File: config.mk
export PLATFORM = sky130hd
export DESIGN_NAME = usn_node_dispatch
export DESIGN_NICKNAME = d
export VERILOG_FILES = /design/src/rtl/usn_pkg.sv /design/src/rtl/usn_ep0_fifo.sv /design/src/rtl/usn_line_events.sv /design/src/rtl/usn_node_dispatch.sv
export SDC_FILE = /design/constraint.sdc
export NUM_CORES = 1
export LEC_CHECK = 0
export BUFFER_PORTS_ARGS = -buffer_cell sky130_fd_sc_hd__buf_2
export CAP_MARGIN = 15
export CORE_UTILIZATION = 51
export CTS_BUF_LIST = sky130_fd_sc_hd__clkbuf_8
export CTS_CLUSTER_SIZE = 28
export DETAILED_ROUTE_END_ITERATION = 16
export PLACE_DENSITY = 0.73
export SKIP_CTS_REPAIR_TIMING = 1
export SYNTH_ARGS = -nofsm -noshare
export SYNTH_HDL_FRONTEND = slang
export SYNTH_SLANG_ARGS = --single-unit
File: constraint.sdc
create_clock -name i_clk -period 7 [get_ports i_clk]
set_input_delay 1.4 -clock i_clk [delete_from_list [all_inputs] [get_ports i_clk]]
set_output_delay 1.4 -clock i_clk [all_outputs]
set_load 0.01 [all_outputs]
File: src/rtl/usn_pkg.sv
// usn_pkg: constants shared by the node state / endpoint dispatch block.
// assumes a single 125 MHz clock domain.
package usn_pkg;
   // ==========================================
   // timing
   localparam int CLK_MHZ      = 125;
   localparam int IDLE3_MS     = 3;
   localparam int IDLE5_MS     = 5;
   localparam int IDLE3_CYC    = IDLE3_MS * CLK_MHZ * 1000;
   localparam int IDLE5_CYC    = IDLE5_MS * CLK_MHZ * 1000;
   localparam int LINE_RST_NS  = 2500;
   localparam int LINE_RST_CYC = (LINE_RST_NS * CLK_MHZ + 999) / 1000;
   localparam int RESUME_NS    = 2500;
   localparam int RESUME_CYC   = (RESUME_NS * CLK_MHZ + 999) / 1000;
   // ==========================================
   // register offsets
   localparam logic [4:0] ADR_NODE_STATE = 5'h00;
   localparam logic [4:0] ADR_ALT_EVENT  = 5'h01;
   localparam logic [4:0] ADR_FUNC_ADDR  = 5'h02;
   localparam logic [4:0] ADR_EP0_CMD    = 5'h03;
   localparam logic [4:0] ADR_EP0_STAT   = 5'h04;
   localparam logic [4:0] ADR_EP0_DATA   = 5'h05;
   localparam logic [4:0] ADR_EP_CTRL    = 5'h08;
   // ==========================================
   // fields and reset values
   localparam int EV_RESET = 0;
   localparam int EV_IDLE3 = 1;
   localparam int EV_IDLE5 = 2;
   localparam int EV_RESUME = 3;
   localparam int EV_EOP   = 4;
   localparam int EPC_EN_BIT  = 4;
   localparam int EPC_ISO_BIT = 5;
   localparam int EPC_DEF_BIT = 6;
   localparam int CMD_FLUSH_BIT = 0;
   localparam int CMD_TX_BIT    = 1;
   localparam int CMD_RX_BIT    = 2;
   localparam logic [7:0] EPC_RST  = 8'h00;
   localparam logic [6:0] FUNCTION_ADDRESS_REG_RST = 7'h00;
   localparam int NUM_EP    = 7;
   localparam int EP0_DEPTH = 8;
   // node state field codes
   localparam logic [1:0] NODE_RESET = 2'h0;
   localparam logic [1:0] NODE_WAKE  = 2'h1;
   localparam logic [1:0] NODE_RUN   = 2'h2;
   localparam logic [1:0] NODE_SUSP  = 2'h3;
   typedef enum logic [3:0] {
      STATE_IN_RESET  = 4'b0001,
      STATE_RUNNING   = 4'b0010,
      STATE_SUSPENDED = 4'b0100,
      STATE_WAKING    = 4'b1000
   } usn_node_t;
endpackage

File: src/rtl/usn_ep0_fifo.sv
// usn_ep0_fifo: single-packet bidirectional buffer for control endpoint 0.
// assumes the caller gates rx/tx strobes to packets routed to endpoint 0.
`timescale 1ns/1ps
module usn_ep0_fifo import usn_pkg::*; #(
   parameter int DEPTH = EP0_DEPTH,
   parameter int AW    = $clog2(DEPTH),
   parameter int CW    = AW + 1
) (
   // clock, reset, flush
   input  wire logic          i_clk,
   input  wire logic          i_rst,
   input  wire logic          i_clr,
   input  wire logic          i_clr_done,
   // firmware side
   input  wire logic          i_wr,
   input  wire logic [7:0]    i_wdata,
   input  wire logic          i_rd,
   output logic [7:0]         o_rdata,
   output logic [CW-1:0]      o_count,
   output logic               o_rx_ready,
   output logic               o_tx_ready,
   output logic               o_rx_done,
   output logic               o_tx_done,
   // receive stream
   input  wire logic          i_rx_valid,
   input  wire logic [7:0]    i_rx_data,
   input  wire logic          i_rx_end,
   input  wire logic          i_rx_err,
   // transmit stream
   input  wire logic          i_tx_start,
   input  wire logic          i_tx_next,
   input  wire logic          i_tx_ok,
   input  wire logic          i_tx_err,
   output logic               o_tx_valid,
   output logic [7:0]         o_tx_data,
   output logic               o_tx_last
);
   // ==========================================
   // storage
   logic [7:0]    mem [DEPTH];
   logic [CW-1:0] rd_ptr_q;
   logic [CW-1:0] tx_ptr_q;
   wire  room   = (o_count < CW'(DEPTH));
   wire  put    = (i_rx_valid || (i_wr && !o_tx_valid)) && room;
   wire  [7:0] put_data = i_rx_valid ? i_rx_data : i_wdata;
   wire  rx_good = i_rx_end && !i_rx_err;
   assign o_rdata    = mem[rd_ptr_q[AW-1:0]];
   assign o_rx_ready = (o_count == '0) && !o_rx_done;
   assign o_tx_ready = (o_count != '0) && !o_tx_valid && !o_tx_done;

   // data array; overflow bytes are dropped
   always_ff @(posedge i_clk) begin
      if (put) begin
         mem[o_count[AW-1:0]] <= put_data;
      end
   end

   // one packet of up to DEPTH bytes, either direction
   always_ff @(posedge i_clk) begin
      if (i_rst || i_clr) begin
         o_count    <= '0;
         rd_ptr_q   <= '0;
         tx_ptr_q   <= '0;
         o_tx_valid <= 1'b0;
         o_tx_data  <= 8'h00;
         o_tx_last  <= 1'b0;
         o_rx_done  <= 1'b0;
         o_tx_done  <= 1'b0;
      end else begin
         if (i_rx_end && i_rx_err) begin
            o_count <= '0;
         end else if (i_tx_ok) begin
            o_count <= '0;
         end else if (put) begin
            o_count <= o_count + 1'b1;
         end
         if (i_tx_ok) begin
            rd_ptr_q <= '0;
         end else if (i_rd && rd_ptr_q < o_count) begin
            rd_ptr_q <= rd_ptr_q + 1'b1;
         end
         // set wins over the firmware clear
         o_rx_done <= rx_good || (o_rx_done && !i_clr_done);
         o_tx_done <= i_tx_ok || (o_tx_done && !i_clr_done);
         if (i_tx_start && o_tx_ready) begin
            o_tx_valid <= 1'b1;
            o_tx_data  <= mem[0];
            o_tx_last  <= (o_count == CW'(1));
            tx_ptr_q   <= CW'(1);
         end else if (i_tx_ok || i_tx_err) begin
            o_tx_valid <= 1'b0;
            o_tx_last  <= 1'b0;
         end else if (i_tx_next && o_tx_valid && !o_tx_last) begin
            o_tx_data <= mem[tx_ptr_q[AW-1:0]];
            o_tx_last <= (tx_ptr_q == o_count - 1'b1);
            tx_ptr_q  <= tx_ptr_q + 1'b1;
         end
      end
   end

   a_ep0_count_cap: assert property (@(posedge i_clk) disable iff (i_rst)
      o_count <= CW'(DEPTH)) else $error("ep0 count above depth");
   a_ep0_err_keeps: assert property (@(posedge i_clk) disable iff (i_rst)
      (i_tx_err && !i_tx_ok && !i_clr && !i_rx_valid && !i_rx_end && !i_wr)
      |=> o_count == $past(o_count) && !o_tx_done) else $error("ep0 data lost on tx error");
endmodule

File: src/rtl/usn_line_events.sv
// usn_line_events: line condition detector (bus reset, idle, resume, eop).
// assumes i_j / i_se0 are already synchronised to i_clk.
`timescale 1ns/1ps
module usn_line_events import usn_pkg::*; #(
   parameter int IDLE3_CYCLES = IDLE3_CYC,
   parameter int IDLE5_CYCLES = IDLE5_CYC,
   parameter int CW           = 20
) (
   // clock and reset
   input  wire logic i_clk,
   input  wire logic i_rst,
   // line state
   input  wire logic i_j,
   input  wire logic i_se0,
   // one-cycle event pulses
   output logic      o_bus_reset,
   output logic      o_idle3,
   output logic      o_idle5,
   output logic      o_resume,
   output logic      o_eop
);
   // ==========================================
   // counters
   logic [CW-1:0] idle_q;
   logic [CW-1:0] se0_q;
   logic [CW-1:0] k_q;
   logic          j_q;
   logic          se0_prev_q;
   wire  is_idle = i_j && !i_se0 && j_q && !se0_prev_q;
   wire  is_k    = !i_j && !i_se0;
   wire  idle_top = (idle_q == CW'(IDLE5_CYCLES));
   wire  se0_top  = (se0_q == CW'(LINE_RST_CYC));
   wire  k_top    = (k_q == CW'(RESUME_CYC));

   // saturating run-length counters; any line change restarts idle
   always_ff @(posedge i_clk) begin
      if (i_rst) begin
         idle_q     <= '0;
         se0_q      <= '0;
         k_q        <= '0;
         j_q        <= 1'b0;
         se0_prev_q <= 1'b0;
      end else begin
         j_q        <= i_j;
         se0_prev_q <= i_se0;
         idle_q     <= !is_idle ? '0 : (idle_top ? idle_q : idle_q + 1'b1);
         se0_q      <= !i_se0 ? '0 : (se0_top ? se0_q : se0_q + 1'b1);
         k_q        <= !is_k ? '0 : (k_top ? k_q : k_q + 1'b1);
      end
   end

   // events fire once as each run reaches its length
   always_ff @(posedge i_clk) begin
      if (i_rst) begin
         o_bus_reset <= 1'b0;
         o_idle3     <= 1'b0;
         o_idle5     <= 1'b0;
         o_resume    <= 1'b0;
         o_eop       <= 1'b0;
      end else begin
         o_idle3     <= is_idle && (idle_q == CW'(IDLE3_CYCLES - 1));
         o_idle5     <= is_idle && (idle_q == CW'(IDLE5_CYCLES - 1));
         o_bus_reset <= i_se0 && (se0_q == CW'(LINE_RST_CYC - 1));
         o_resume    <= is_k && (k_q == CW'(RESUME_CYC - 1));
         // short se0 then j; a long se0 is a bus reset, not an eop
         o_eop       <= se0_prev_q && !i_se0 && i_j && !se0_top;
      end
   end
endmodule

File: src/rtl/usn_node_dispatch.sv
// usn_node_dispatch: node functional state machine, line event register,
// packet address/endpoint dispatch and endpoint-zero packet buffer.
// assumes a packet engine on i_clk presents decoded tokens and byte streams;
// line pins arrive asynchronously. Registers sit on a plain strobe port.
//
// Contract
// - outside running, endpoint state held in reset
// - waking state drives resume K upstream
// - suspended: low power, resume still detected
// - writing 00 enters reset state
// - writing 11 enters suspended state
// - writing 10 enters running state
// - writing 01 enters waking state
// - separate sticky flags for five line events
// - match address, then endpoints in parallel
// - ep0 eight bytes; odd transmit, even receive
// - same direction clash: lower endpoint wins
// - opposite directions with same number independent
// - default address accepted for ep0; no iso
// - ep0 holds one packet of eight bytes
// - ep0 sends on in, retries after error
// - ep0 buffer can be flushed
// - only clean receptions reported, bad ones dropped
// - idle3 flag after 3 ms of no activity
`timescale 1ns/1ps
module usn_node_dispatch import usn_pkg::*; #(
   parameter int IDLE3_CYCLES = IDLE3_CYC,
   parameter int IDLE5_CYCLES = IDLE5_CYC
) (
   // clock and reset
   input  wire logic       i_clk,
   input  wire logic       i_rst,
   // register port
   input  wire logic [4:0] i_reg_addr,
   input  wire logic [7:0] i_reg_wdata,
   input  wire logic       i_reg_wr,
   input  wire logic       i_reg_rd,
   output logic [7:0]      o_reg_rdata,
   // line pins
   input  wire logic       i_line_j,
   input  wire logic       i_line_se0,
   output logic            o_drive_k,
   output logic            o_low_power,
   output logic            o_ep_hold,
   // decoded token
   input  wire logic       i_tok_valid,
   input  wire logic       i_tok_in,
   input  wire logic [6:0] i_tok_addr,
   input  wire logic [3:0] i_tok_ep,
   input  wire logic [6:1] i_ep_ready,
   output logic            o_sel_valid,
   output logic [2:0]      o_sel_ep,
   // ep0 receive stream
   input  wire logic       i_rx_valid,
   input  wire logic [7:0] i_rx_data,
   input  wire logic       i_rx_end,
   input  wire logic       i_rx_err,
   // ep0 transmit stream
   input  wire logic       i_tx_next,
   input  wire logic       i_tx_ok,
   input  wire logic       i_tx_err,
   output logic            o_tx_valid,
   output logic [7:0]      o_tx_data,
   output logic            o_tx_last
);
   // ==========================================
   // pin synchronisers
   logic [1:0] j_sync_q;
   logic [1:0] se0_sync_q;

   always_ff @(posedge i_clk) begin
      if (i_rst) begin
         j_sync_q   <= 2'h0;
         se0_sync_q <= 2'h0;
      end else begin
         j_sync_q   <= {j_sync_q[0], i_line_j};
         se0_sync_q <= {se0_sync_q[0], i_line_se0};
      end
   end

   // ==========================================
   // line events
   logic ev_reset;
   logic ev_idle3;
   logic ev_idle5;
   logic ev_resume;
   logic ev_eop;

   // detector keeps running in every state so suspend still sees resume
   usn_line_events #(
      .IDLE3_CYCLES (IDLE3_CYCLES),
      .IDLE5_CYCLES (IDLE5_CYCLES),
      .CW           (20)
   ) u_events (
      .i_clk       (i_clk),
      .i_rst       (i_rst),
      .i_j         (j_sync_q[1]),
      .i_se0       (se0_sync_q[1]),
      .o_bus_reset (ev_reset),
      .o_idle3     (ev_idle3),
      .o_idle5     (ev_idle5),
      .o_resume    (ev_resume),
      .o_eop       (ev_eop)
   );

   // ==========================================
   // register decode
   usn_node_t  node_q;
   usn_node_t  node_d;
   logic [1:0] node_code;
   logic [4:0] alternate_event_reg_q;
   logic [6:0] function_address_reg_q;
   logic [7:0] epc_q [NUM_EP];
   logic       ep0_tx_en_q;
   logic       ep0_rx_en_q;
   wire  [4:0] epc_off   = i_reg_addr - ADR_EP_CTRL;
   wire        epc_hit   = (i_reg_addr >= ADR_EP_CTRL) && (epc_off < 5'(NUM_EP));
   wire        wr_node   = i_reg_wr && (i_reg_addr == ADR_NODE_STATE);
   wire        wr_function_address_reg   = i_reg_wr && (i_reg_addr == ADR_FUNC_ADDR);
   wire        wr_cmd    = i_reg_wr && (i_reg_addr == ADR_EP0_CMD);
   wire        wr_data   = i_reg_wr && (i_reg_addr == ADR_EP0_DATA);
   wire        wr_epc    = i_reg_wr && epc_hit;
   wire        rd_alternate_event_reg  = i_reg_rd && (i_reg_addr == ADR_ALT_EVENT);
   wire        rd_stat   = i_reg_rd && (i_reg_addr == ADR_EP0_STAT);
   wire        rd_data   = i_reg_rd && (i_reg_addr == ADR_EP0_DATA);
   wire        running   = (node_q == STATE_RUNNING);
   wire        flush     = wr_cmd && i_reg_wdata[CMD_FLUSH_BIT];
   // resume K we drive ourselves must not flag a resume
   wire        resume_in = ev_resume && (node_q != STATE_WAKING);
   wire  [4:0] ev_set    = {ev_eop, resume_in, ev_idle5, ev_idle3, ev_reset};

   // ==========================================
   // node functional state
   always_comb begin
      node_d = node_q;
      if (wr_node) begin
         unique case (i_reg_wdata[1:0])
            NODE_RESET: node_d = STATE_IN_RESET;
            NODE_SUSP:  node_d = STATE_SUSPENDED;
            NODE_RUN:   node_d = STATE_RUNNING;
            NODE_WAKE:  node_d = STATE_WAKING;
         endcase
      end
   end

   // state as seen in the node state field
   always_comb begin
      unique case (node_q)
         STATE_IN_RESET:  node_code = NODE_RESET;
         STATE_RUNNING:   node_code = NODE_RUN;
         STATE_SUSPENDED: node_code = NODE_SUSP;
         STATE_WAKING:    node_code = NODE_WAKE;
         default:         node_code = NODE_RESET;
      endcase
   end

   // transitions are firmware-driven only; line events merely report
   always_ff @(posedge i_clk) begin
      if (i_rst) begin
         node_q      <= STATE_IN_RESET;
         o_drive_k   <= 1'b0;
         o_low_power <= 1'b0;
         o_ep_hold   <= 1'b1;
      end else begin
         node_q      <= node_d;
         o_drive_k   <= (node_q == STATE_WAKING);
         o_low_power <= (node_q == STATE_SUSPENDED);
         o_ep_hold   <= !running;
      end
   end

   // sticky event flags, cleared by reading; an event in the read cycle survives
   always_ff @(posedge i_clk) begin
      if (i_rst) begin
         alternate_event_reg_q <= 5'h00;
      end else begin
         alternate_event_reg_q <= ev_set | (rd_alternate_event_reg ? 5'h00 : alternate_event_reg_q);
      end
   end

   // ==========================================
   // endpoint configuration, held cleared outside running
   always_ff @(posedge i_clk) begin
      if (i_rst || !running) begin
         function_address_reg_q      <= FUNCTION_ADDRESS_REG_RST;
         ep0_tx_en_q <= 1'b0;
         ep0_rx_en_q <= 1'b0;
         for (int e = 0; e < NUM_EP; e++) begin
            epc_q[e] <= EPC_RST;
         end
      end else begin
         if (wr_function_address_reg) begin
            function_address_reg_q <= i_reg_wdata[6:0];
         end
         if (wr_cmd) begin
            ep0_tx_en_q <= i_reg_wdata[CMD_TX_BIT];
            ep0_rx_en_q <= i_reg_wdata[CMD_RX_BIT];
         end
         if (wr_epc) begin
            epc_q[epc_off[2:0]] <= i_reg_wdata;
         end
      end
   end

   // ==========================================
   // address and endpoint dispatch
   logic [3:0] ep0_count;
   logic       ep0_rx_ready;
   logic       ep0_tx_ready;
   logic       ep0_rx_done;
   logic       ep0_tx_done;
   logic [7:0] ep0_rdata;
   logic [NUM_EP-1:0] elig;
   logic [2:0] pick;
   logic       pick_hit;
   logic       ep0_rx_act_q;
   logic       ep0_tx_act_q;
   wire        addr_hit = (i_tok_addr == function_address_reg_q);
   wire        def_hit  = (i_tok_addr == 7'h00) && epc_q[0][EPC_DEF_BIT];
   wire  [NUM_EP-1:0] ready_v = {i_ep_ready, i_tok_in ? ep0_tx_ready : ep0_rx_ready};

   // every endpoint compares at once; direction filter keeps in/out apart
   for (genvar g = 0; g < NUM_EP; g++) begin : g_match
      wire dir_ok = (g == 0) ? (i_tok_in ? ep0_tx_en_q : ep0_rx_en_q)
                             : ((g % 2 == 1) == i_tok_in);
      wire adr_ok = addr_hit || ((g == 0) && def_hit);
      // ep0 is always packet-gated, never isochronous
      wire rdy_ok = (g == 0) ? ready_v[g] : (!epc_q[g][EPC_ISO_BIT] || ready_v[g]);
      assign elig[g] = epc_q[g][EPC_EN_BIT] && (epc_q[g][3:0] == i_tok_ep)
                       && dir_ok && adr_ok && rdy_ok;
   end

   // lowest eligible endpoint wins a number clash
   always_comb begin
      pick     = 3'h0;
      pick_hit = 1'b0;
      for (int k = NUM_EP - 1; k >= 0; k--) begin
         if (elig[k]) begin
            pick     = 3'(k);
            pick_hit = 1'b1;
         end
      end
   end

   wire take     = i_tok_valid && running && pick_hit;
   wire ep0_take = take && (pick == 3'h0);

   // selection result and ep0 packet ownership
   always_ff @(posedge i_clk) begin
      if (i_rst || !running) begin
         o_sel_valid  <= 1'b0;
         o_sel_ep     <= 3'h0;
         ep0_rx_act_q <= 1'b0;
         ep0_tx_act_q <= 1'b0;
      end else begin
         o_sel_valid <= take;
         if (take) begin
            o_sel_ep <= pick;
         end
         ep0_rx_act_q <= (ep0_take && !i_tok_in) || (ep0_rx_act_q && !i_rx_end);
         ep0_tx_act_q <= (ep0_take && i_tok_in) || (ep0_tx_act_q && !i_tx_ok && !i_tx_err);
      end
   end

   // ==========================================
   // endpoint zero buffer
   usn_ep0_fifo #(
      .DEPTH (EP0_DEPTH),
      .AW    (3),
      .CW    (4)
   ) u_ep0 (
      .i_clk      (i_clk),
      .i_rst      (i_rst),
      .i_clr      (!running || flush),
      .i_clr_done (rd_stat),
      .i_wr       (wr_data),
      .i_wdata    (i_reg_wdata),
      .i_rd       (rd_data),
      .o_rdata    (ep0_rdata),
      .o_count    (ep0_count),
      .o_rx_ready (ep0_rx_ready),
      .o_tx_ready (ep0_tx_ready),
      .o_rx_done  (ep0_rx_done),
      .o_tx_done  (ep0_tx_done),
      .i_rx_valid (i_rx_valid && ep0_rx_act_q),
      .i_rx_data  (i_rx_data),
      .i_rx_end   (i_rx_end && ep0_rx_act_q),
      .i_rx_err   (i_rx_err),
      .i_tx_start (ep0_take && i_tok_in),
      .i_tx_next  (i_tx_next && ep0_tx_act_q),
      .i_tx_ok    (i_tx_ok && ep0_tx_act_q),
      .i_tx_err   (i_tx_err && ep0_tx_act_q),
      .o_tx_valid (o_tx_valid),
      .o_tx_data  (o_tx_data),
      .o_tx_last  (o_tx_last)
   );

   // ==========================================
   // read mux; data stand only in the cycle after the strobe
   wire [7:0] epc_rd  = epc_hit ? epc_q[epc_off[2:0]] : 8'h00;
   wire [7:0] rd_mux  =
      (i_reg_addr == ADR_NODE_STATE) ? {6'h00, node_code} :
      (i_reg_addr == ADR_ALT_EVENT)  ? {3'h0, alternate_event_reg_q} :
      (i_reg_addr == ADR_FUNC_ADDR)  ? {1'b0, function_address_reg_q} :
      (i_reg_addr == ADR_EP0_CMD)    ? {5'h00, ep0_rx_en_q, ep0_tx_en_q, 1'b0} :
      (i_reg_addr == ADR_EP0_STAT)   ? {2'h0, ep0_tx_done, ep0_rx_done, ep0_count} :
      (i_reg_addr == ADR_EP0_DATA)   ? ep0_rdata : epc_rd;

   always_ff @(posedge i_clk) begin
      if (i_rst) begin
         o_reg_rdata <= 8'h00;
      end else begin
         o_reg_rdata <= i_reg_rd ? rd_mux : 8'h00;
      end
   end

   // ==========================================
   // checks
   a_hold_clears_cfg: assert property (@(posedge i_clk) disable iff (i_rst)
      !running |=> function_address_reg_q == 7'h00 && epc_q[0] == 8'h00 && !o_sel_valid) else $error("config kept off");
   a_wake_drives_k: assert property (@(posedge i_clk) disable iff (i_rst)
      node_q == STATE_WAKING |=> o_drive_k) else $error("no resume drive");
   a_susp_low_power: assert property (@(posedge i_clk) disable iff (i_rst)
      node_q == STATE_SUSPENDED |=> o_low_power && !o_drive_k) else $error("suspend output wrong");
   a_write_reset: assert property (@(posedge i_clk) disable iff (i_rst)
      wr_node && i_reg_wdata[1:0] == 2'h0 |=> node_q == STATE_IN_RESET) else $error("no reset");
   a_write_suspend: assert property (@(posedge i_clk) disable iff (i_rst)
      wr_node && i_reg_wdata[1:0] == 2'h3 |=> node_q == STATE_SUSPENDED) else $error("no suspend");
   a_write_run: assert property (@(posedge i_clk) disable iff (i_rst)
      wr_node && i_reg_wdata[1:0] == 2'h2 |=> node_q == STATE_RUNNING) else $error("no run");
   a_write_wake: assert property (@(posedge i_clk) disable iff (i_rst)
      wr_node && i_reg_wdata[1:0] == 2'h1 |=> node_q == STATE_WAKING) else $error("no wake");
   a_event_sticks: assert property (@(posedge i_clk) disable iff (i_rst)
      ev_reset |=> alternate_event_reg_q[EV_RESET] ##1 (alternate_event_reg_q[EV_RESET] || $past(rd_alternate_event_reg))) else $error("flag lost");
   a_addr_miss: assert property (@(posedge i_clk) disable iff (i_rst)
      i_tok_valid && !addr_hit && !def_hit |=> !o_sel_valid) else $error("miss accepted");
   a_low_ep_wins: assert property (@(posedge i_clk) disable iff (i_rst)
      take && elig[1] && elig[3] && !elig[0] |=> o_sel_ep == 3'h1) else $error("higher endpoint chosen");
   a_reset_state: assert property (@(posedge i_clk)
      $past(i_rst) |-> node_q == STATE_IN_RESET) else $error("not reset state");
endmodule

==> results.ini, run 1 <==
[run_status]
status=finished, final reports clean

[global_route]
antenna_found_initial=0
grt_pass1_vias=8459
grt_overflow=0
track_usage_pct=25.6
grt_pass1_wl_um=47000
grt_start_max_net_pins=34

[floorplan]
start_util_pct=52.8
die_area_mm2=0.0243
rows=55
io_pins=77
die_y_um=156
die_x_um=156
core_region_area_mm2=0.0229

[critical_path]
required_ps=7160
cp_max_fo=27
critPathMaxStageDelay_ps=880
critPathKind=primary input to flop
cp-start-kind=primary input
critPathCaptureType=flop
path_cells=buf_2 > nor4b_1 > and2_1 > nand3b_1 > a21oi_1 > nand2_1 > nor3_1
cpMaxStageDelayCell=nor3_1
arrival_ps=4450

[sta]
fin_tns_setup_ps=0
skew_ps=15.4
hold_ws_ps=446
drv_slew=0
worstMarginPinSlew_ps=1100
max_freq_mhz=233
fin_crit_ps=4290
finalCritPeriodShare_pct=61.3
rsz0062_at_grt=no
hold_viol_final=0
setup_viol=0
relSlewSlack_pct=26.2

[synthesis]
synth_top_area_share_pct=27.8
synthesis.nets=1176
synth-edff-count=112
synth_top_flop_cell=dfxtp_1
syn_inst=1107
yosysWarnings=0
yosysMostFrequentCell=dfxtp_1
synth_common_cells=dfxtp_1, edfxtp_1, nor2_1, nand2_1
ys_types=68
syn_avg_cell_area_um2=10.9
async_flop_share_pct=0
synth_area_mm2=0.0121
synth.top_cells.by_area=edfxtp_1, dfxtp_1, mux4_2, mux2i_1, xor2_1
synth_largest_area_cell=edfxtp_1
yosysSeqAreaShare_pct=51.2
ys_ff_latch=253

[pwr]
finalPower_mw=2.98
powerDensity_mw_per_mm2=219
irDropWorstVdd_uv=135
leakage_nw=4.85

[finish]
nets=1252
layout-drive-gt1-share_pct=17.7
n_fill_cell=1910
n_antenna_cell=0
area_growth_pct=12.6

[detailed_routing]
num_vias=8886
wire_per_inst_um=19.8
drc=0
via_per_inst=5.81
wl_um=30300
dr.pass1.iters=5
ant_nets=0
drt-initial-drc-count=722

[cts]
numCtsBuffers=42
ctsRootBufferMaster=clkbuf_8
cts_sinks=253
clockBufferDepth=3
path_clk_slew_ps=60
clk_latency_ps=550
cts_tree=built
htree_levels=2

[place]
place.gp.congestion=0.968
port_buffers=76
place_hpwl_um=21600

[job]
maxCapViolCount=0

[hold_path]
min_path_type=flop to flop

kinds of logic (layout without fill, tap and decap cells):
logic type,Yosys count,in the layout,share of synthesized area [%]
compound gates,124,124,6.51
xor+xnor,98,98,7.10
fa+ha+maj,17,17,1.76
buf+inv,78,188,2.54
flops,253,253,51.2
mux,101,101,12.5
simple gates,436,436,18.4
report_power, final:
part           leakage [nW]  total, mW  switching [mW]  internal (mW)
Clock                 0.501       1.33           0.598          0.735
Sequential             2.30       1.54         0.00259           1.54
Combinational          2.05      0.103          0.0700         0.0328
Total                  4.85       2.98           0.670           2.31
cell type report:
type	count	area, um2	area share (%)
Clock buffer	54	743	5.46
Clock inverter	24	136	1.00
Inverter	24	90.1	0.662
Multi-Input combinational cell	776	5600	41.2
Sequential cell	253	6190	45.4
Tap cell	313	392	2.88
Timing Repair Buffer	86	460	3.38
routing by layer:
layer	global-route usage (%)	vias to the layer above	wire, um
met4	11.0	0	1050
li1	-	4155	-
met1	34.4	4238	12900
met5	0	-	0
met2	39.9	412	13600
met3	5.89	81	2690
stage by stage:
stage          worst slack, ps  instances  area, um2  util, %
2_1_floorplan             3200       1107      12100        -
3_3_place_gp              2310       1447      12700     55.4
3_5_place_dp              2140       1448      12700     55.4
4_1_cts                   2710       1526      13600     59.2
5_1_grt                   2560       1530      13600     59.4
6_report                  2710       1530      13600     59.4
worst max-delay path: cells and delay by family:
kind                   cells  cell delay, ps
AND/OR/NAND/NOR            5            2040
AO/OA/AOI/OAI              1             530
buffers and inverters      1             470
state kept, by name (all words and copies together) (netlist names), 2 cells and up, named ones only:
register                flops
u_ep0.o_count               4
u_events.idle_q            20
u_ep0.tx_ptr_q              4
u_ep0.o_tx_data             8
o_reg_rdata                 8
u_ep0.mem                  64
node_q                      4
se0_sync_q                  2
u_events.se0_q             20
alternate_event_reg_q       5
epc_q                      56
u_ep0.rd_ptr_q              4
function_address_reg_q      7
j_sync_q                    2
u_events.k_q               20
o_sel_ep                    3
placed cells by master (no fill, tap or decap), types with 3 or more instances in the layout:
master      n
mux4_2     39
and2_1     37
clkbuf_8   54
nor4b_1     5
ha_1       17
and3_1     33
a21oi_1    46
mux2i_1    50
xnor2_1    48
mux2_2     12
a211oi_1    4
buf_2      76
xor2_1     50
o2111a_1    3
nand3_1    32
nand4_1    17
nor4_1     11
or4_1       4
nor2b_1    17
o22ai_1     5
o21ai_0    25
nand2b_1    8
or2_2       4
nand2_1   102
nor3_1     25
clkinv_1    4
nor3b_1     4
clkinv_2    8
nor2_1    104
o211ai_1   14
or3_1      10
buf_4       6
edfxtp_1  112
nand3b_1    6
a21o_1      5
dfxtp_1   141
inv_1      33
and4_1      3
worst paths after layout:
check | from | to | slack, ps | cells past startpoint
max | i_reg_addr[2] | u_ep0.mem[4][4]$_DFFE_PP_ | 2710 | 7
min | se0_sync_q[0]$_SDFF_PP0_ | se0_sync_q[1]$_SDFF_PP0_ | 450 | 1
max reg2reg | node_q[2]$_SDFFE_PP0P_ | epc_q[6][0]$_SDFFE_PP0P_ | 3330 | 8
min reg2reg | se0_sync_q[0]$_SDFF_PP0_ | se0_sync_q[1]$_SDFF_PP0_ | 450 | 1
Note: power is estimated with default switching activity, not from simulation.
==> run 2, diff against run 1 <==
==> constraint.sdc (replaced) <==
create_clock -name i_clk -period 4.4 [get_ports i_clk]
set_input_delay 0.88 -clock i_clk [delete_from_list [all_inputs] [get_ports i_clk]]
set_output_delay 0.88 -clock i_clk [all_outputs]
set_load 0.01 [all_outputs]
==> results.ini, run 2 (same netlist as run 1, synthesis figures left out) <==
[finish]
layout-drive-gt1-share_pct=18.3  ; +0.66 points
n_fill_cell=1909  ; -0.052%
area_growth_pct=13.5
regArea_mm2=0.00619  ; unchanged
multi_input_area_mm2=0.00560  ; unchanged
largest_reg_flops=64  ; unchanged
final_common_cell=dfxtp_1
n_antenna_cell=0  ; unchanged
final_cells=1546  ; +1.0%
nets=1268  ; +1.3%
layout_common_cells=dfxtp_1, edfxtp_1, nor2_1
final_cell_area_mm2=0.0137  ; +0.81%

[cts]
clk_latency_ps=560  ; about the same
numCtsBuffers=43  ; +2.4%
cts_tree=built
htree_levels=2  ; unchanged
cts_sinks=253  ; unchanged
ctsRootBufferMaster=clkbuf_8
path_clk_slew_ps=60  ; about the same
clockBufferDepth=3  ; unchanged

[sta]
rsz0062_at_grt=no
relSlewSlack_pct=34.6  ; +8.4 points
hold_viol_final=0  ; unchanged
fin_crit_ps=3350
max_freq_mhz=299
drv_slew=0  ; unchanged
fin_tns_setup_ps=0  ; unchanged
skew_ps=32.6  ; +17.2 ps
worstMarginPinSlew_ps=980  ; -120 ps
setup_viol=0  ; unchanged
finalCritPeriodShare_pct=76.0
worst_slack_ps=1050  ; -1660 ps

[detailed_routing]
drc=0  ; unchanged
wl_met3_um=2280  ; -15%
wl_um=29100  ; -4.1%
topRoutingLayerUsed=met4
wl_met2_um=13500  ; -0.71%
wire_per_inst_um=18.8  ; -5.1%
ant_nets=0  ; unchanged
dr.pass1.iters=5  ; unchanged
via_per_inst=5.67  ; -2.3%
num_vias=8770  ; -1.3%
drt-met1-wl_um=12400  ; -4.1%
drt-initial-drc-count=627  ; -13%

[place]
dp_cells=1465  ; +1.2%
place_ws_ps=710  ; -1430 ps
port_buffers=76  ; unchanged
place_hpwl_um=20600  ; -4.7%
place_area_mm2=0.0128  ; +1.0%
place.gp.congestion=0.904  ; -6.6%

[pwr]
pwr-share-seq_pct=52.7  ; +0.9 points
p_clk_share_pct=43.8  ; -1.0 points
combPwrFrac_pct=3.5  ; about the same
irDropWorstVdd_uv=194  ; +44%
p_switching_mw=1.05  ; +56%
powerDensity_mw_per_mm2=339  ; +55%
swShare_pct=22.5  ; about the same
intPower_mw=3.61  ; +56%
leakage_nw=4.90  ; +0.90%

[global_route]
grt_overflow=0  ; unchanged
grt_start_max_net_pins=28  ; -18%
track_usage_pct=24.6  ; -1.1 points
grt_pass1_vias=8539  ; +0.95%
antenna_found_initial=1  ; +1
grt_pass1_wl_um=45900  ; -2.4%

[floorplan]
die_x_um=156  ; unchanged
die_y_um=156  ; unchanged
io_pins=77  ; unchanged
start_util_pct=52.8  ; unchanged
rows=55  ; unchanged
die_area_mm2=0.0243  ; unchanged
core_region_area_mm2=0.0229  ; unchanged

[critical_path]
arrival_ps=3790  ; -660 ps
critPathKind=flop to flop
cp-start-kind=flop
cp_max_fo=15  ; -44%
critPathCaptureType=flop
required_ps=4850  ; -2310 ps

[hold_path]
min_path_type=flop to flop

[run_status]
status=finished, final reports clean

[job]
maxCapViolCount=0  ; unchanged

## run 2: changes by cell type in the layout (fill, tap and decap cells not counted), moves of 2 or more
cell        delta
inv_6          -2
inv_1          -3
clkinvlp_4     +3
buf_16         +2
buf_4         +17
clkbuf_4       -2
clkbuf_8       -7
clkinv_1       +8
## run 2: layout make-up
| type | count | area share, % |
|---|---|---|
| clock inverter | 32 | 1.42 |
| multi-input combinational | 776 | 40.8 |
| inverter | 24 | 0.657 |
| tap | 313 | 2.85 |
| timing repair buffer | 101 | 4.43 |
| sequential | 253 | 45.1 |
| clock buffer | 47 | 4.71 |
## run 2: critical path, cell delays in order (launching register included)
cell and delay [ps]:
dfxtp_1 660, inv_1 220, ha_1 280, a2111oi_0 420
o2111a_1 330, or2b_1 130, o311ai_1 140, or3b_1 730
and3_1 320
## run 2: per-layer routing
metal	global-route usage, %	vias up
li1	-	4182
met1	32.3	4182
met2	39.9	342
met3	5.36	64
met4	9.06	0
met5	0	-
## run 2: per-stage QoR
stage	utilization (%)	hold WS [ps]	total power, mW
global placement	56.0	420	2.66
CTS	59.6	447	4.71
finish	59.9	442	4.66
global route	59.9	466	4.83
floorplan	-	413	2.59
detailed placement	56.0	433	2.66
## run 2: power groups by stage
stage | clock network, mW | logic [mW] | registers [mW]
2_1_floorplan | 0 | 0.0873 | 2.50
3_3_place_gp | 0 | 0.159 | 2.50
3_5_place_dp | 0 | 0.160 | 2.50
4_1_cts | 2.09 | 0.161 | 2.45
5_1_grt | 2.20 | 0.174 | 2.45
6_report | 2.04 | 0.164 | 2.45
## run 2: worst paths after layout
| kind | slack (ps) | depth (start not counted) | end | from |
|---|---|---|---|---|
| worst max-delay path | 1050 | 8 | u_ep0.tx_ptr_q[2]$_SDFFE_PP0P_ | u_ep0.o_count[0]$_SDFFE_PP0P_ |
| worst min register to register | 440 | 2 | alternate_event_reg_q[1]$_SDFF_PP0_ | u_events.o_idle3$_SDFF_PP0_ |
| worst min-delay path | 440 | 2 | alternate_event_reg_q[1]$_SDFF_PP0_ | u_events.o_idle3$_SDFF_PP0_ |
| worst max register to register | 1050 | 8 | u_ep0.tx_ptr_q[2]$_SDFFE_PP0P_ | u_ep0.o_count[0]$_SDFFE_PP0P_ |
==> run 3, diff against run 2 <==
==> constraint.sdc (replaced) <==
create_clock -name i_clk -period 3.4 [get_ports i_clk]
set_input_delay 0.68 -clock i_clk [delete_from_list [all_inputs] [get_ports i_clk]]
set_output_delay 0.68 -clock i_clk [all_outputs]
set_load 0.01 [all_outputs]
==> results.ini, run 3 (same netlist as run 1, synthesis figures left out) <==
[run_status]
status=finished, final reports clean

[critical_path]
critPathKind=flop to flop
crit_family=simple AND/OR/NAND/NOR gates
cpMaxStageDelayCell=or3b_1
critPathCaptureType=flop
arrival_ps=3600  ; -190 ps
critPathMaxStageDelay_ps=720  ; about the same
required_ps=3830  ; -1020 ps
cp_max_fo=15  ; unchanged
path_cells=inv_1 > ha_1 > a2111oi_0 > o2111a_1 > or2b_1 > o311ai_1 > or3b_1 > and3_1
cp-start-kind=flop
path_buf_inv=1  ; unchanged

[finish]
area_growth_pct=13.3
largest_reg_flops=64  ; unchanged
layout-drive-gt1-share_pct=18.5  ; +0.18 points
layout_common_cells=dfxtp_1, edfxtp_1, nor2_1
nets=1273  ; +0.39%
n_fill_cell=1902  ; -0.37%
final_common_cell=dfxtp_1
utilization_pct=59.8  ; -0.11 points
final_cells=1551  ; +0.32%

[floorplan]
die_y_um=156  ; unchanged
rows=55  ; unchanged
core_region_area_mm2=0.0229  ; unchanged
io_pins=77  ; unchanged
start_util_pct=52.8  ; unchanged
die_area_mm2=0.0243  ; unchanged
die_x_um=156  ; unchanged

[detailed_routing]
drt-initial-drc-count=572  ; -8.8%
via_per_inst=5.62  ; -1.0%
num_vias=8710  ; -0.68%
wire_per_inst_um=18.6  ; -0.85%
wl_um=28900  ; -0.53%
dr.pass1.iters=5  ; unchanged
drc=0  ; unchanged
ant_nets=0  ; unchanged

[cts]
htree_levels=2  ; unchanged
path_clk_slew_ps=60  ; about the same
cts_sinks=253  ; unchanged
numCtsBuffers=42  ; -2.3%
clk_latency_ps=540  ; -20 ps
clockBufferDepth=3  ; unchanged
ctsRootBufferMaster=clkbuf_8
cts_tree=built

[pwr]
finalPower_mw=5.94  ; +28%
intPower_mw=4.61  ; +28%
leakage_nw=4.92  ; +0.47%
p_switching_mw=1.33  ; +27%
powerDensity_mw_per_mm2=434  ; +28%
combPwrFrac_pct=3.6  ; about the same
swShare_pct=22.4  ; -0.074 points
p_clk_share_pct=43.0  ; -0.8 points
pwr-share-seq_pct=53.4  ; +0.7 points
irDropWorstVdd_uv=280  ; +45%

[sta]
fin_tns_setup_ps=0  ; unchanged
setup_viol=0  ; unchanged
fin_crit_ps=3170  ; -176 ps
worstMarginPinSlew_ps=988  ; +8.84 ps
drv_slew=0  ; unchanged
skew_ps=26.9  ; -5.74 ps
relSlewSlack_pct=34.0  ; -0.59 points
finalCritPeriodShare_pct=93.2  ; +17 points
hold_ws_ps=363  ; -78.2 ps
rsz0062_at_grt=no
hold_viol_final=0  ; unchanged
max_freq_mhz=316  ; +5.6%

[place]
port_buffers=76  ; unchanged
place.gp.congestion=0.963  ; +6.5%
place_hpwl_um=20600  ; about the same
dp_cells=1473  ; +0.55%

[global_route]
antenna_found_initial=2  ; +1
track_usage_pct=24.6  ; about the same
grt_pass1_wl_um=45900  ; about the same
grt_start_max_net_pins=27  ; -3.6%
grt_overflow=0  ; unchanged
grt_pass1_vias=8768  ; +2.7%

[hold_path]
min_path_type=primary input to flop

[job]
maxCapViolCount=0  ; unchanged

-- run 3: cell count changes in the layout (fill, tap and decap cells not counted) --
cell,delta
buf_16,-2
buf_4,+8
inv_1,+4
clkinvlp_4,-2
diode_2,+1
bufinv_16,-1
clkinv_2,-1
clkbuf_8,+1
clkinv_1,-3
-- run 3: power groups by stage --
stage          combinational [mW]  clock (mW)  sequential, mW
4_1_cts                     0.208        2.61            3.17
6_report                    0.211        2.56            3.18
5_1_grt                     0.226        2.76            3.17
3_3_place_gp                0.206           0            3.24
3_5_place_dp                0.207           0            3.24
2_1_floorplan               0.113           0            3.24
-- run 3: final timing paths --
check,cells past startpoint,slack [ps],startpoint,end
worst min register to register,1,430,se0_sync_q[0]$_SDFF_PP0_,se0_sync_q[1]$_SDFF_PP0_
worst min-delay path,2,360,i_line_se0,se0_sync_q[0]$_SDFF_PP0_
worst max-delay path,8,230,u_ep0.o_count[1]$_SDFFE_PP0P_,u_ep0.tx_ptr_q[1]$_SDFFE_PP0P_
worst max register to register,8,230,u_ep0.o_count[1]$_SDFFE_PP0P_,u_ep0.tx_ptr_q[1]$_SDFFE_PP0P_
-- run 3: worst reg2reg max path, stage by stage, from the launching register on --
cell	delay, ps
dfxtp_1	490
inv_1	200
ha_1	250
a2111oi_0	460
o2111a_1	340
or2b_1	130
o311ai_1	140
or3b_1	720
and3_1	330
-- run 3: final cells by class --
cell class              instances  area (um2)  share of cell area [%]
clock inverters                29         149                    1.09
clock buffers                  48         661                    4.82
multi-input cells             776        5600                    40.9
diodes                          1        2.50                  0.0183
well taps                     313         392                    2.86
inverters                      24        90.1                   0.658
repair buffers                107         613                    4.48
flip-flops and latches        253        6190                    45.2
-- run 3: metrics by stage --
step	setup slack, ps	area [um2]
final	231	13700
after floorplan	315	12100
after global routing	52.9	13700
after detailed placement	180	12900
after CTS	289	13700
after global placement	302	12900
-- run 3: routing by layer --
metal	vias to the layer above	track usage, %	wire [um]
li1	4193	-	-
met1	4181	31.1	12500
met2	259	40.2	13500
met3	75	5.64	1890
met4	2	10.9	1070
met5	-	0	15
